--- src/verilog/tm1_map.svh ---
`ifndef TM1_MAP_SVH
`define TM1_MAP_SVH

// register byte offsets on the bus
`define TM1_OFS_CTRL 8'h00
`define TM1_OFS_CNT_LO 8'h04
`define TM1_OFS_CNT_HI 8'h08
`define TM1_OFS_GATE 8'h0C
`define TM1_OFS_STATUS 8'h10

// control register fields
`define TM1_CTRL_SRC_HI 7
`define TM1_CTRL_SRC_LO 6
`define TM1_CTRL_PSC_HI 5
`define TM1_CTRL_PSC_LO 4
`define TM1_CTRL_OSCEN 3
`define TM1_CTRL_NOSYNC 2
`define TM1_CTRL_RUN 0
`define TM1_CTRL_RST 8'h00
`define TM1_CTRL_WMASK 8'hFD

// clock source codes
`define TM1_SRC_INSTR 2'h0
`define TM1_SRC_SYS 2'h1
`define TM1_SRC_EXT 2'h2
`define TM1_SRC_CAP 2'h3

// gate register fields
`define TM1_GATE_EN 7
`define TM1_GATE_VAL 2
`define TM1_GATE_RST 8'h00
`define TM1_GATE_WMASK 8'hFB

// status register: overflow flag, write one to clear
`define TM1_STAT_OVF 0

// instruction clock is the system clock divided by this
`define TM1_INSTR_DIV 4
`define TM1_INSTR_CNT_W 2

`endif

--- src/verilog/tm1_pkg.sv ---
package tm1_pkg;

  // bus answer sequencing
  typedef enum logic [0:0] {
    BUS_IDLE,
    BUS_ANSWER
  } tm1_bus_state_t;

  typedef logic [7:0] tm1_byte_t;
  typedef logic [15:0] tm1_count_t;

endpackage : tm1_pkg

--- src/verilog/tm1_cnt_if.sv ---
`timescale 1ns/1ps

// ties the control block to the counting core
interface tm1_cnt_if;
  logic tick;
  logic run;
  logic [1:0] psc_sel;
  logic wr_lo;
  logic wr_hi;
  logic [7:0] wr_data;
  logic [15:0] count;
  logic ovf;

  modport ctrl (output tick, run, psc_sel, wr_lo, wr_hi, wr_data,
                input count, ovf);
  modport core (input tick, run, psc_sel, wr_lo, wr_hi, wr_data,
                output count, ovf);
endinterface : tm1_cnt_if

--- src/verilog/tm1_pin_sync.sv ---
`timescale 1ns/1ps

// three-stage pin synchroniser with agreement filter and rise pulse
module tm1_pin_sync (
  input wire logic pclk,
  input wire logic presetn,
  input wire logic ce,
  input wire logic pin,
  output logic rise
);
  logic s1_ff;
  logic s2_ff;
  logic s3_ff;
  logic level_ff;

  // the first stage feeds only the second, to let metastability settle
  always_ff @(posedge pclk or negedge presetn) begin
    if (!presetn) begin
      s1_ff <= 1'b0;
      s2_ff <= 1'b0;
      s3_ff <= 1'b0;
    end else if (ce) begin
      s1_ff <= pin;
      s2_ff <= s1_ff;
      s3_ff <= s2_ff;
    end
  end

  // a change counts only once the second and third stages agree
  always_ff @(posedge pclk or negedge presetn) begin
    if (!presetn) begin
      level_ff <= 1'b0;
    end else if (ce && (s2_ff == s3_ff)) begin
      level_ff <= s3_ff;
    end
  end

  assign rise = ce & s2_ff & s3_ff & ~level_ff;
endmodule : tm1_pin_sync

--- src/verilog/tm1_count_core.sv ---
`timescale 1ns/1ps

// prescaler and sixteen-bit counter
module tm1_count_core (
  input wire logic pclk,
  input wire logic presetn,
  input wire logic ce,
  tm1_cnt_if.core cif
);
  import tm1_pkg::*;

  logic [2:0] psc_ff;
  logic [2:0] psc_mask;
  logic psc_done;
  tm1_count_t count_ff;
  logic ovf_ff;

  // divide by 1, 2, 4 or 8
  assign psc_mask = 3'((4'h1 << cif.psc_sel) - 4'h1);
  assign psc_done = ((psc_ff & psc_mask) == psc_mask);

  // prescaler restarts on any counter write so the first period is whole
  always_ff @(posedge pclk or negedge presetn) begin
    if (!presetn) begin
      psc_ff <= 3'h0;
    end else if (ce) begin
      if (cif.wr_lo || cif.wr_hi) begin
        psc_ff <= 3'h0;
      end else if (cif.run && cif.tick) begin
        psc_ff <= psc_done ? 3'h0 : 3'(psc_ff + 3'h1);
      end
    end
  end

  // counter steps on each prescaled tick while running
  always_ff @(posedge pclk or negedge presetn) begin
    if (!presetn) begin
      count_ff <= 16'h0000;
      ovf_ff <= 1'b0;
    end else if (ce) begin
      ovf_ff <= 1'b0;
      if (cif.wr_lo) begin
        count_ff[7:0] <= cif.wr_data;
      end else if (cif.wr_hi) begin
        count_ff[15:8] <= cif.wr_data;
      end else if (cif.run && cif.tick && psc_done) begin
        count_ff <= 16'(count_ff + 16'h0001);
        ovf_ff <= (count_ff == 16'hFFFF);
      end
    end
  end

  assign cif.count = count_ff;
  assign cif.ovf = ovf_ff;
endmodule : tm1_count_core

--- src/verilog/tm1_timer.sv ---
//
// Overview of operation
// - source code 11 counts capacitive oscillator
// - code 10, oscillator off: count pin rises
// - code 01 counts every system clock
// - code 00 counts instruction clock, quarter rate
// - prescale codes divide by 1,2,4,8
// - oscillator enable bit powers dedicated oscillator
// - external source, bit set: unsynchronised count
// - external source, bit clear: synchronise first
// - internal source ignores synchronisation bit
// - run bit starts and stops counter
// - run bit clear also clears gate flop
// - control bit 1 always reads zero
//
`timescale 1ns/1ps
`include "tm1_map.svh"

module tm1_timer (
  input wire logic pclk,
  input wire logic presetn,
  input wire logic ce,
  input wire logic psel,
  input wire logic penable,
  input wire logic pwrite,
  input wire logic [7:0] paddr,
  input wire logic [31:0] pwdata,
  output logic [31:0] prdata,
  output logic pready,
  output logic pslverr,
  input wire logic ext_count_input_pin,
  input wire logic dedicated_osc_in,
  input wire logic cap_sense_oscillator,
  input wire logic gate_pin,
  output logic dedicated_osc_enable,
  output logic counter_overflow_flag,
  output tm1_pkg::tm1_count_t count_value
);
  import tm1_pkg::*;

  // ************************************************************
  // declarations
  // ************************************************************
  // bundle towards the counting core
  tm1_cnt_if cif ();

  // bus slave state and its registered answers
  tm1_bus_state_t bus_state_ff;
  tm1_bus_state_t nxt_bus_state;
  logic [31:0] prdata_ff;
  logic pready_ff;
  logic pslverr_ff;

  tm1_byte_t ctrl_ff;
  tm1_byte_t gate_ctrl_ff;
  logic gate_flop_ff;
  logic ovf_flag_ff;
  logic osc_en_ff;
  tm1_count_t count_out_ff;

  logic [`TM1_INSTR_CNT_W-1:0] instr_div_ff;
  logic instr_tick;
  logic ext_edge_sync_ff;

  logic [3:0] pin_in;
  logic [3:0] pin_rise;

  logic bus_access;
  logic bus_done;
  logic wr_done;
  logic rd_load;
  logic addr_hit;
  tm1_byte_t rd_byte;
  logic ext_edge;
  logic sel_tick;

  logic [1:0] src_sel;
  logic run_bit;
  logic osc_bit;
  logic nosync_bit;

  // ************************************************************
  // decode helpers
  // ************************************************************

  // true when the offset is one of the five mapped words
  function automatic logic is_mapped(input logic [7:0] a);
    if (a == `TM1_OFS_CTRL) begin
      return 1'b1;
    end else if (a == `TM1_OFS_CNT_LO) begin
      return 1'b1;
    end else if (a == `TM1_OFS_CNT_HI) begin
      return 1'b1;
    end else if (a == `TM1_OFS_GATE) begin
      return 1'b1;
    end else if (a == `TM1_OFS_STATUS) begin
      return 1'b1;
    end else begin
      return 1'b0;
    end
  endfunction : is_mapped

  // a write to one offset in this cycle's completing access
  function automatic logic wr_at(input logic done, input logic [7:0] a,
                                 input logic [7:0] ofs);
    return done && (a == ofs);
  endfunction : wr_at

  // ************************************************************
  // control field views
  // ************************************************************
  // named views of the stored control fields
  assign src_sel = ctrl_ff[`TM1_CTRL_SRC_HI:`TM1_CTRL_SRC_LO];
  assign run_bit = ctrl_ff[`TM1_CTRL_RUN];
  assign osc_bit = ctrl_ff[`TM1_CTRL_OSCEN];
  assign nosync_bit = ctrl_ff[`TM1_CTRL_NOSYNC];

  // ************************************************************
  // bus slave
  // ************************************************************

  // every access takes one wait cycle so read data can come from a flop
  assign bus_access = psel && penable;
  assign bus_done = bus_access && pready_ff;
  assign wr_done = bus_done && pwrite;
  assign rd_load = bus_access && !pready_ff;
  assign addr_hit = is_mapped(paddr);

  always_comb begin
    nxt_bus_state = bus_state_ff;
    case (bus_state_ff)
      BUS_IDLE: begin
        if (bus_access) begin
          nxt_bus_state = BUS_ANSWER;
        end
      end
      BUS_ANSWER: begin
        nxt_bus_state = BUS_IDLE;
      end
      default: begin
        nxt_bus_state = BUS_IDLE;
      end
    endcase
  end

  always_ff @(posedge pclk or negedge presetn) begin
    if (!presetn) begin
      bus_state_ff <= BUS_IDLE;
    end else if (ce) begin
      bus_state_ff <= nxt_bus_state;
    end
  end

  // ready rises for exactly one cycle, the completing edge
  always_ff @(posedge pclk or negedge presetn) begin
    if (!presetn) begin
      pready_ff <= 1'b0;
      pslverr_ff <= 1'b0;
    end else if (ce) begin
      pready_ff <= (nxt_bus_state == BUS_ANSWER);
      pslverr_ff <= (nxt_bus_state == BUS_ANSWER) && !addr_hit;
    end
  end

  // read mux; unused upper bits and unmapped offsets read as zero
  always_comb begin
    rd_byte = 8'h00;
    if (paddr == `TM1_OFS_CTRL) begin
      rd_byte = ctrl_ff & `TM1_CTRL_WMASK;
    end else if (paddr == `TM1_OFS_CNT_LO) begin
      rd_byte = cif.count[7:0];
    end else if (paddr == `TM1_OFS_CNT_HI) begin
      rd_byte = cif.count[15:8];
    end else if (paddr == `TM1_OFS_GATE) begin
      rd_byte = gate_ctrl_ff;
      rd_byte[`TM1_GATE_VAL] = gate_flop_ff;
    end else if (paddr == `TM1_OFS_STATUS) begin
      rd_byte[`TM1_STAT_OVF] = ovf_flag_ff;
    end
  end

  always_ff @(posedge pclk or negedge presetn) begin
    if (!presetn) begin
      prdata_ff <= 32'h0000_0000;
    end else if (ce) begin
      if (rd_load && !pwrite) begin
        prdata_ff <= {24'h00_0000, rd_byte};
      end else if (bus_done) begin
        prdata_ff <= 32'h0000_0000;
      end
    end
  end

  // ************************************************************
  // software registers
  // ************************************************************

  // control register; bit 1 never stores
  always_ff @(posedge pclk or negedge presetn) begin
    if (!presetn) begin
      ctrl_ff <= `TM1_CTRL_RST;
    end else if (ce && wr_at(wr_done, paddr, `TM1_OFS_CTRL)) begin
      ctrl_ff <= pwdata[7:0] & `TM1_CTRL_WMASK;
    end
  end

  // gate register storage; the value bit is the gate flop itself
  always_ff @(posedge pclk or negedge presetn) begin
    if (!presetn) begin
      gate_ctrl_ff <= `TM1_GATE_RST;
    end else if (ce && wr_at(wr_done, paddr, `TM1_OFS_GATE)) begin
      gate_ctrl_ff <= pwdata[7:0] & `TM1_GATE_WMASK;
    end
  end

  // gate flop toggles on gate pin rises; a stopped timer holds it clear
  always_ff @(posedge pclk or negedge presetn) begin
    if (!presetn) begin
      gate_flop_ff <= 1'b0;
    end else if (ce) begin
      if (!run_bit) begin
        gate_flop_ff <= 1'b0;
      end else if (gate_ctrl_ff[`TM1_GATE_EN] && pin_rise[3]) begin
        gate_flop_ff <= !gate_flop_ff;
      end
    end
  end

  // overflow flag: a rollover in the clearing cycle keeps it set
  always_ff @(posedge pclk or negedge presetn) begin
    if (!presetn) begin
      ovf_flag_ff <= 1'b0;
    end else if (ce) begin
      if (cif.ovf) begin
        ovf_flag_ff <= 1'b1;
      end else if (wr_at(wr_done, paddr, `TM1_OFS_STATUS) &&
                   pwdata[`TM1_STAT_OVF]) begin
        ovf_flag_ff <= 1'b0;
      end
    end
  end

  // ************************************************************
  // count sources
  // ************************************************************

  // all outside sources pass a three-flop filter
  assign pin_in = {gate_pin, cap_sense_oscillator, dedicated_osc_in,
                   ext_count_input_pin};

  // one filter per outside line, so every source sees the same delay except the synchronised external path, one cycle later
  genvar gi;
  generate
    for (gi = 0; gi < 4; gi = gi + 1) begin : g_sync
      tm1_pin_sync u_sync (
        .pclk(pclk),
        .presetn(presetn),
        .ce(ce),
        .pin(pin_in[gi]),
        .rise(pin_rise[gi])
      );
    end
  endgenerate

  // instruction clock: one tick in every four system clocks
  always_ff @(posedge pclk or negedge presetn) begin
    if (!presetn) begin
      instr_div_ff <= '0;
    end else if (ce) begin
      instr_div_ff <= `TM1_INSTR_CNT_W'(instr_div_ff + 1'b1);
    end
  end
  // tick on the last count of each round of four
  assign instr_tick = (instr_div_ff == `TM1_INSTR_CNT_W'(`TM1_INSTR_DIV - 1));

  // pin when the oscillator is off, oscillator edges when it is on
  assign ext_edge = osc_bit ? pin_rise[1] : pin_rise[0];

  // synchronised mode re-times the edge to a system clock boundary,
  // costing one cycle of latency against the unsynchronised path
  always_ff @(posedge pclk or negedge presetn) begin
    if (!presetn) begin
      ext_edge_sync_ff <= 1'b0;
    end else if (ce) begin
      ext_edge_sync_ff <= ext_edge;
    end
  end

  // source select; internal codes never look at the sync bit
  always_comb begin
    sel_tick = 1'b0;
    case (src_sel)
      `TM1_SRC_INSTR: sel_tick = instr_tick;
      `TM1_SRC_SYS: sel_tick = 1'b1;
      `TM1_SRC_EXT: sel_tick = nosync_bit ? ext_edge
                                         : ext_edge_sync_ff;
      `TM1_SRC_CAP: sel_tick = pin_rise[2];
      default: sel_tick = 1'b0;
    endcase
  end

  // ************************************************************
  // counting core
  // ************************************************************
  // counter writes reach the core in the cycle the bus completes
  assign cif.tick = ce && sel_tick;
  assign cif.run = run_bit;
  assign cif.psc_sel = ctrl_ff[`TM1_CTRL_PSC_HI:`TM1_CTRL_PSC_LO];
  assign cif.wr_lo = wr_at(wr_done, paddr, `TM1_OFS_CNT_LO);
  assign cif.wr_hi = wr_at(wr_done, paddr, `TM1_OFS_CNT_HI);
  assign cif.wr_data = pwdata[7:0];

  // the core owns the prescaler and the counter itself
  tm1_count_core u_core (
    .pclk(pclk),
    .presetn(presetn),
    .ce(ce),
    .cif(cif)
  );

  // ************************************************************
  // registered outputs
  // ************************************************************

  // oscillator enable follows the control bit, one flop later
  always_ff @(posedge pclk or negedge presetn) begin
    if (!presetn) begin
      osc_en_ff <= 1'b0;
      count_out_ff <= 16'h0000;
    end else if (ce) begin
      osc_en_ff <= osc_bit;
      count_out_ff <= cif.count;
    end
  end

  // ports come straight from flops, with no logic behind them
  assign prdata = prdata_ff;
  assign pready = pready_ff;
  assign pslverr = pslverr_ff;
  assign dedicated_osc_enable = osc_en_ff;
  assign counter_overflow_flag = ovf_flag_ff;
  assign count_value = count_out_ff;
endmodule : tm1_timer

--- config.mk ---
export PLATFORM = sky130hd
export DESIGN_NAME = tm1_timer
export DESIGN_NICKNAME = d
export VERILOG_FILES = /design/src/verilog/tm1_pkg.sv /design/src/verilog/tm1_cnt_if.sv /design/src/verilog/tm1_pin_sync.sv /design/src/verilog/tm1_count_core.sv /design/src/verilog/tm1_timer.sv
export VERILOG_INCLUDE_DIRS = /design/src /design/src/verilog
export SDC_FILE = /design/constraint.sdc
export NUM_CORES = 1
export LEC_CHECK = 0
export ABC_AREA = 1
export BUFFER_PORTS_ARGS = -buffer_cell sky130_fd_sc_hd__clkbuf_2
export CELL_PAD_IN_SITES_DETAIL_PLACEMENT = 0
export CELL_PAD_IN_SITES_GLOBAL_PLACEMENT = 2
export CORE_MARGIN = 2
export CORE_UTILIZATION = 31
export DETAILED_ROUTE_END_ITERATION = 8
export PLACE_DENSITY = 0.83
export SLEW_MARGIN = 10
export SYNTH_ARGS = -nofsm -noshare
export SYNTH_HDL_FRONTEND = slang
export SYNTH_SLANG_ARGS = --single-unit
--- constraint.sdc ---
create_clock -name pclk -period 1.95 [get_ports pclk]
set_input_delay 0 -clock pclk [delete_from_list [all_inputs] [get_ports pclk]]
set_output_delay 0 -clock pclk [all_outputs]
set_load 0.1 [all_outputs]
==> results.md <==
* Outcome: finished, final reports clean
* Hold Path Class: in2reg
* Cell Area, Placed at 4910 um^2
* Least-Margin Pin Slew at around 0.59 ns
* Core area at about 14000 um^2
* Synthesized area at around 4400 um^2
* Synth cell types at 34
* Grt total ovfl at 0
* Clk slew on worst S/H paths at 0.06 ns
* Area leader, netlist: dfrtp_1
* Yosys warning count at 0
* CP max stage delay at 0.39 ns
* Site Rows at 43
* Detailed Routing Iterations Pass 1 at 4
* Largest net degree at the start of global routing at 42
* Area delta synth->final at 19.7%
* Initial detailed-routing violation count at about 200
* Critical path type: reg2reg
* CP Cell Sequence: ha_1 > nand2_1 > nor3_1 > nand3_1 > xor2_1 > a21oi_1 > o21ai_2
* Clock latency on the worst-skew pair at about 0.34 ns
* Setup bufs post-CTS at 0
* WL per Instance at ~15 um
* Global Route Usage Sum at 0.173
* H-tree level count at 3
* Max IR drop VDD at ~0.38 mV
* Yosys top cell area share at 0.467
* Vias in the first global route at between 3000 and 4000
* FF+latch count, synth at just over 80
* Clk_skew at 0.00974 ns
* Seq/Total Area, Yosys at 0.467
* Max Transition Viols Final at 0
* Layout net count at 694
* Number of synthesized flops with an enable pin at 0
* RSZ-0062 raised after global routing: no
* Slew Limit Headroom at 0.608
* Initial Util at 0.317
* Top-count cell post-synth: nand2_1
* Post-detail-place hpwl at 9250 um
* CP Launch Type: flop
* Multi-input gate area at between 1500 and 2000 um^2
* Required @ worst endpoint at between 2 and 2.5 ns
* Die X at about 120 um
* Setup violations, final at 0
* Synth area leaders: dfrtp_1 (47%), nand2_1 (13%), o21ai_0 (7.6%), inv_1 (5.1%), buf_4 (4.1%)
* Via density at approximately 4.7
* Syn Inst Count at 561
* Die area at roughly 15000 um^2
* Initial antenna violation count at 0
* I/O Pins at slightly above 100
* Clock tree buffer depth at 2
* Layout cell share with drive strength beyond 1 at 0.192
* Syn avg cell area at ~7.8 um^2
* Number of fill cells at approximately 1500
* Register area at 2050 um^2
* Synth top cells by count: nand2_1 (153), dfrtp_1 (82), o21ai_0 (67)
* Post-DRT Antenna Nets at 0
* Post-synth ARST share at 1.00
* First-pass GRT wire length at 19800 um
* CTS Root Cell: clkbuf_16
* ANT cells at 0
* GPL Wtd Cong at 0.899
* FMAX at around 0.56 GHz
* CTS sink cnt at between 80 and 90
* Total number of vias at 3850
* Minimum clock period at roughly 1.8 ns
* CTS tree: yes
* Leakage Power at between 2 and 3 nW
* CP max stage cell: dfrtp_1
* WP data arrival at 2.02 ns
* DRC viols at 0
* Final Cell Area at roughly 5300 um^2
* CP endpoint kind: flop
* Die height at 123 um
* Final wirelength at between 10000 and 15000 um
* CP max FO at 4
* Hold Vio Cnt, Final at 0
* P per Cell Area at between 700 and 800 nW/um^2
* Setup_tns at 0 ns
* Final period utilization at 0.920
* Port bufs at 53
* Post-synth top flop: dfrtp_1
* Max Cap Viol at 0
* Cts bufs inserted at 9
-- final cells by class --
cell class | instances | share of cell area
Clock buffer | 9 | 0.0428
Sequential cell | 82 | 0.390
Timing Repair Buffer | 87 | 0.103
Tap cell | 180 | 0.0428
Clock inverter | 7 | 0.00998
Multi-Input combinational cell | 399 | 0.367
Inverter | 62 | 0.0442
-- routing by layer --
metal	up-vias	global-route usage	share of wire
met3	11	0.0281	0.032
li1	1946	-	-
met5	-	0	0
met1	1822	0.234	0.48
met2	71	0.285	0.48
met4	0	0.0540	0.013
-- critical path: cells and delay by family (launching register included) --
kind            cells  cell delay, ns
flops               1            0.39
compound gates      2            0.28
simple gates        3            0.64
xor+xnor            1            0.17
fa+ha+maj           1            0.18
-- power by group --
part           switching (mW)  internal [mW]  total [mW]
sequential             0.0467           1.78        1.82
combinational           0.440          0.108       0.548
clock                   0.732          0.869        1.60
-- path summary, 6_finish.rpt --
path	slack, ns	endpoint	depth (start not counted)	from
worst max-delay path	0.16	u_core.cif.count[14]	7	u_core.cif.count[1]
worst min-delay path	0.01	g_sync[1].u_sync.s1_ff	3	ce
worst max register to register	0.16	u_core.cif.count[14]	7	u_core.cif.count[1]
worst min register to register	0.47	g_sync[1].u_sync.s1_ff	2	g_sync[1].u_sync.s1_ff
max in group asynchronous	1.09	count_value[5]	3	presetn
min in group asynchronous	0.19	g_sync[0].u_sync.s1_ff	2	presetn
-- cell usage in the layout (no fill, tap or decap), types with 6 or more instances in the layout --
master | Yosys | routed
a21oi_1 | 11 | 11
buf_4 | 24 | 28
clkbuf_16 | 0 | 9
clkbuf_2 | 0 | 52
conb_1 | 1 | 24
dfrtp_1 | 82 | 81
dlygate4sd3_1 | 0 | 7
inv_1 | 60 | 60
nand2_1 | 153 | 152
nand2_2 | 5 | 6
nand3_1 | 28 | 28
nand4_1 | 14 | 14
nor2_1 | 33 | 33
nor3_1 | 10 | 10
o21ai_0 | 67 | 67
xor2_1 | 8 | 8
-- sequential cells by signal (all words and copies together), names as in the netlist, 2 cells and up --
| register | cells |
|---|---|
| count_value | 16 |
| u_core.cif.count | 16 |
| prdata | 8 |
| ctrl_ff | 7 |
| gate_ctrl_ff | 7 |
| g_sync.u_sync.level_ff | 4 |
| g_sync.u_sync.s1_ff | 4 |
| g_sync.u_sync.s2_ff | 4 |
| g_sync.u_sync.s3_ff | 4 |
| u_core.psc_ff | 3 |
| instr_div_ff | 2 |
-- stage by stage --
stage	hold WS, ns	cells	util	total power, mW	setup slack [ns]
2_1_floorplan	-0.296	584	-	2.28	0.117
3_3_place_gp	0.0340	803	0.354	2.38	0.195
3_5_place_dp	0.0366	803	0.354	2.40	0.162
4_1_cts	0.0102	826	0.379	4.01	0.151
5_1_grt	0.0182	826	0.379	4.15	0.00255
6_report	0.0131	826	0.379	3.97	0.155
-- cells by family (layout without fill, tap and decap cells) --
kind of cell / count (synthesis) / count (layout) / synth area share
buf+inv: 103 / 165 / 0.114
fa+ha+maj: 3 / 3 / 0.00854
compound gates: 105 / 105 / 0.133
simple gates: 259 / 259 / 0.262
other cells: 1 / 24 / 0.000853
xor+xnor: 8 / 8 / 0.0159
flops: 82 / 82 / 0.467
-- repair_timing --
item,4_1_cts,5_1_grt
hold endpoints to repair,45,0
hold buffers,7,0
resized for setup,0,1
setup endpoints to repair,0,7
Power figures use the tool's default switching activity.
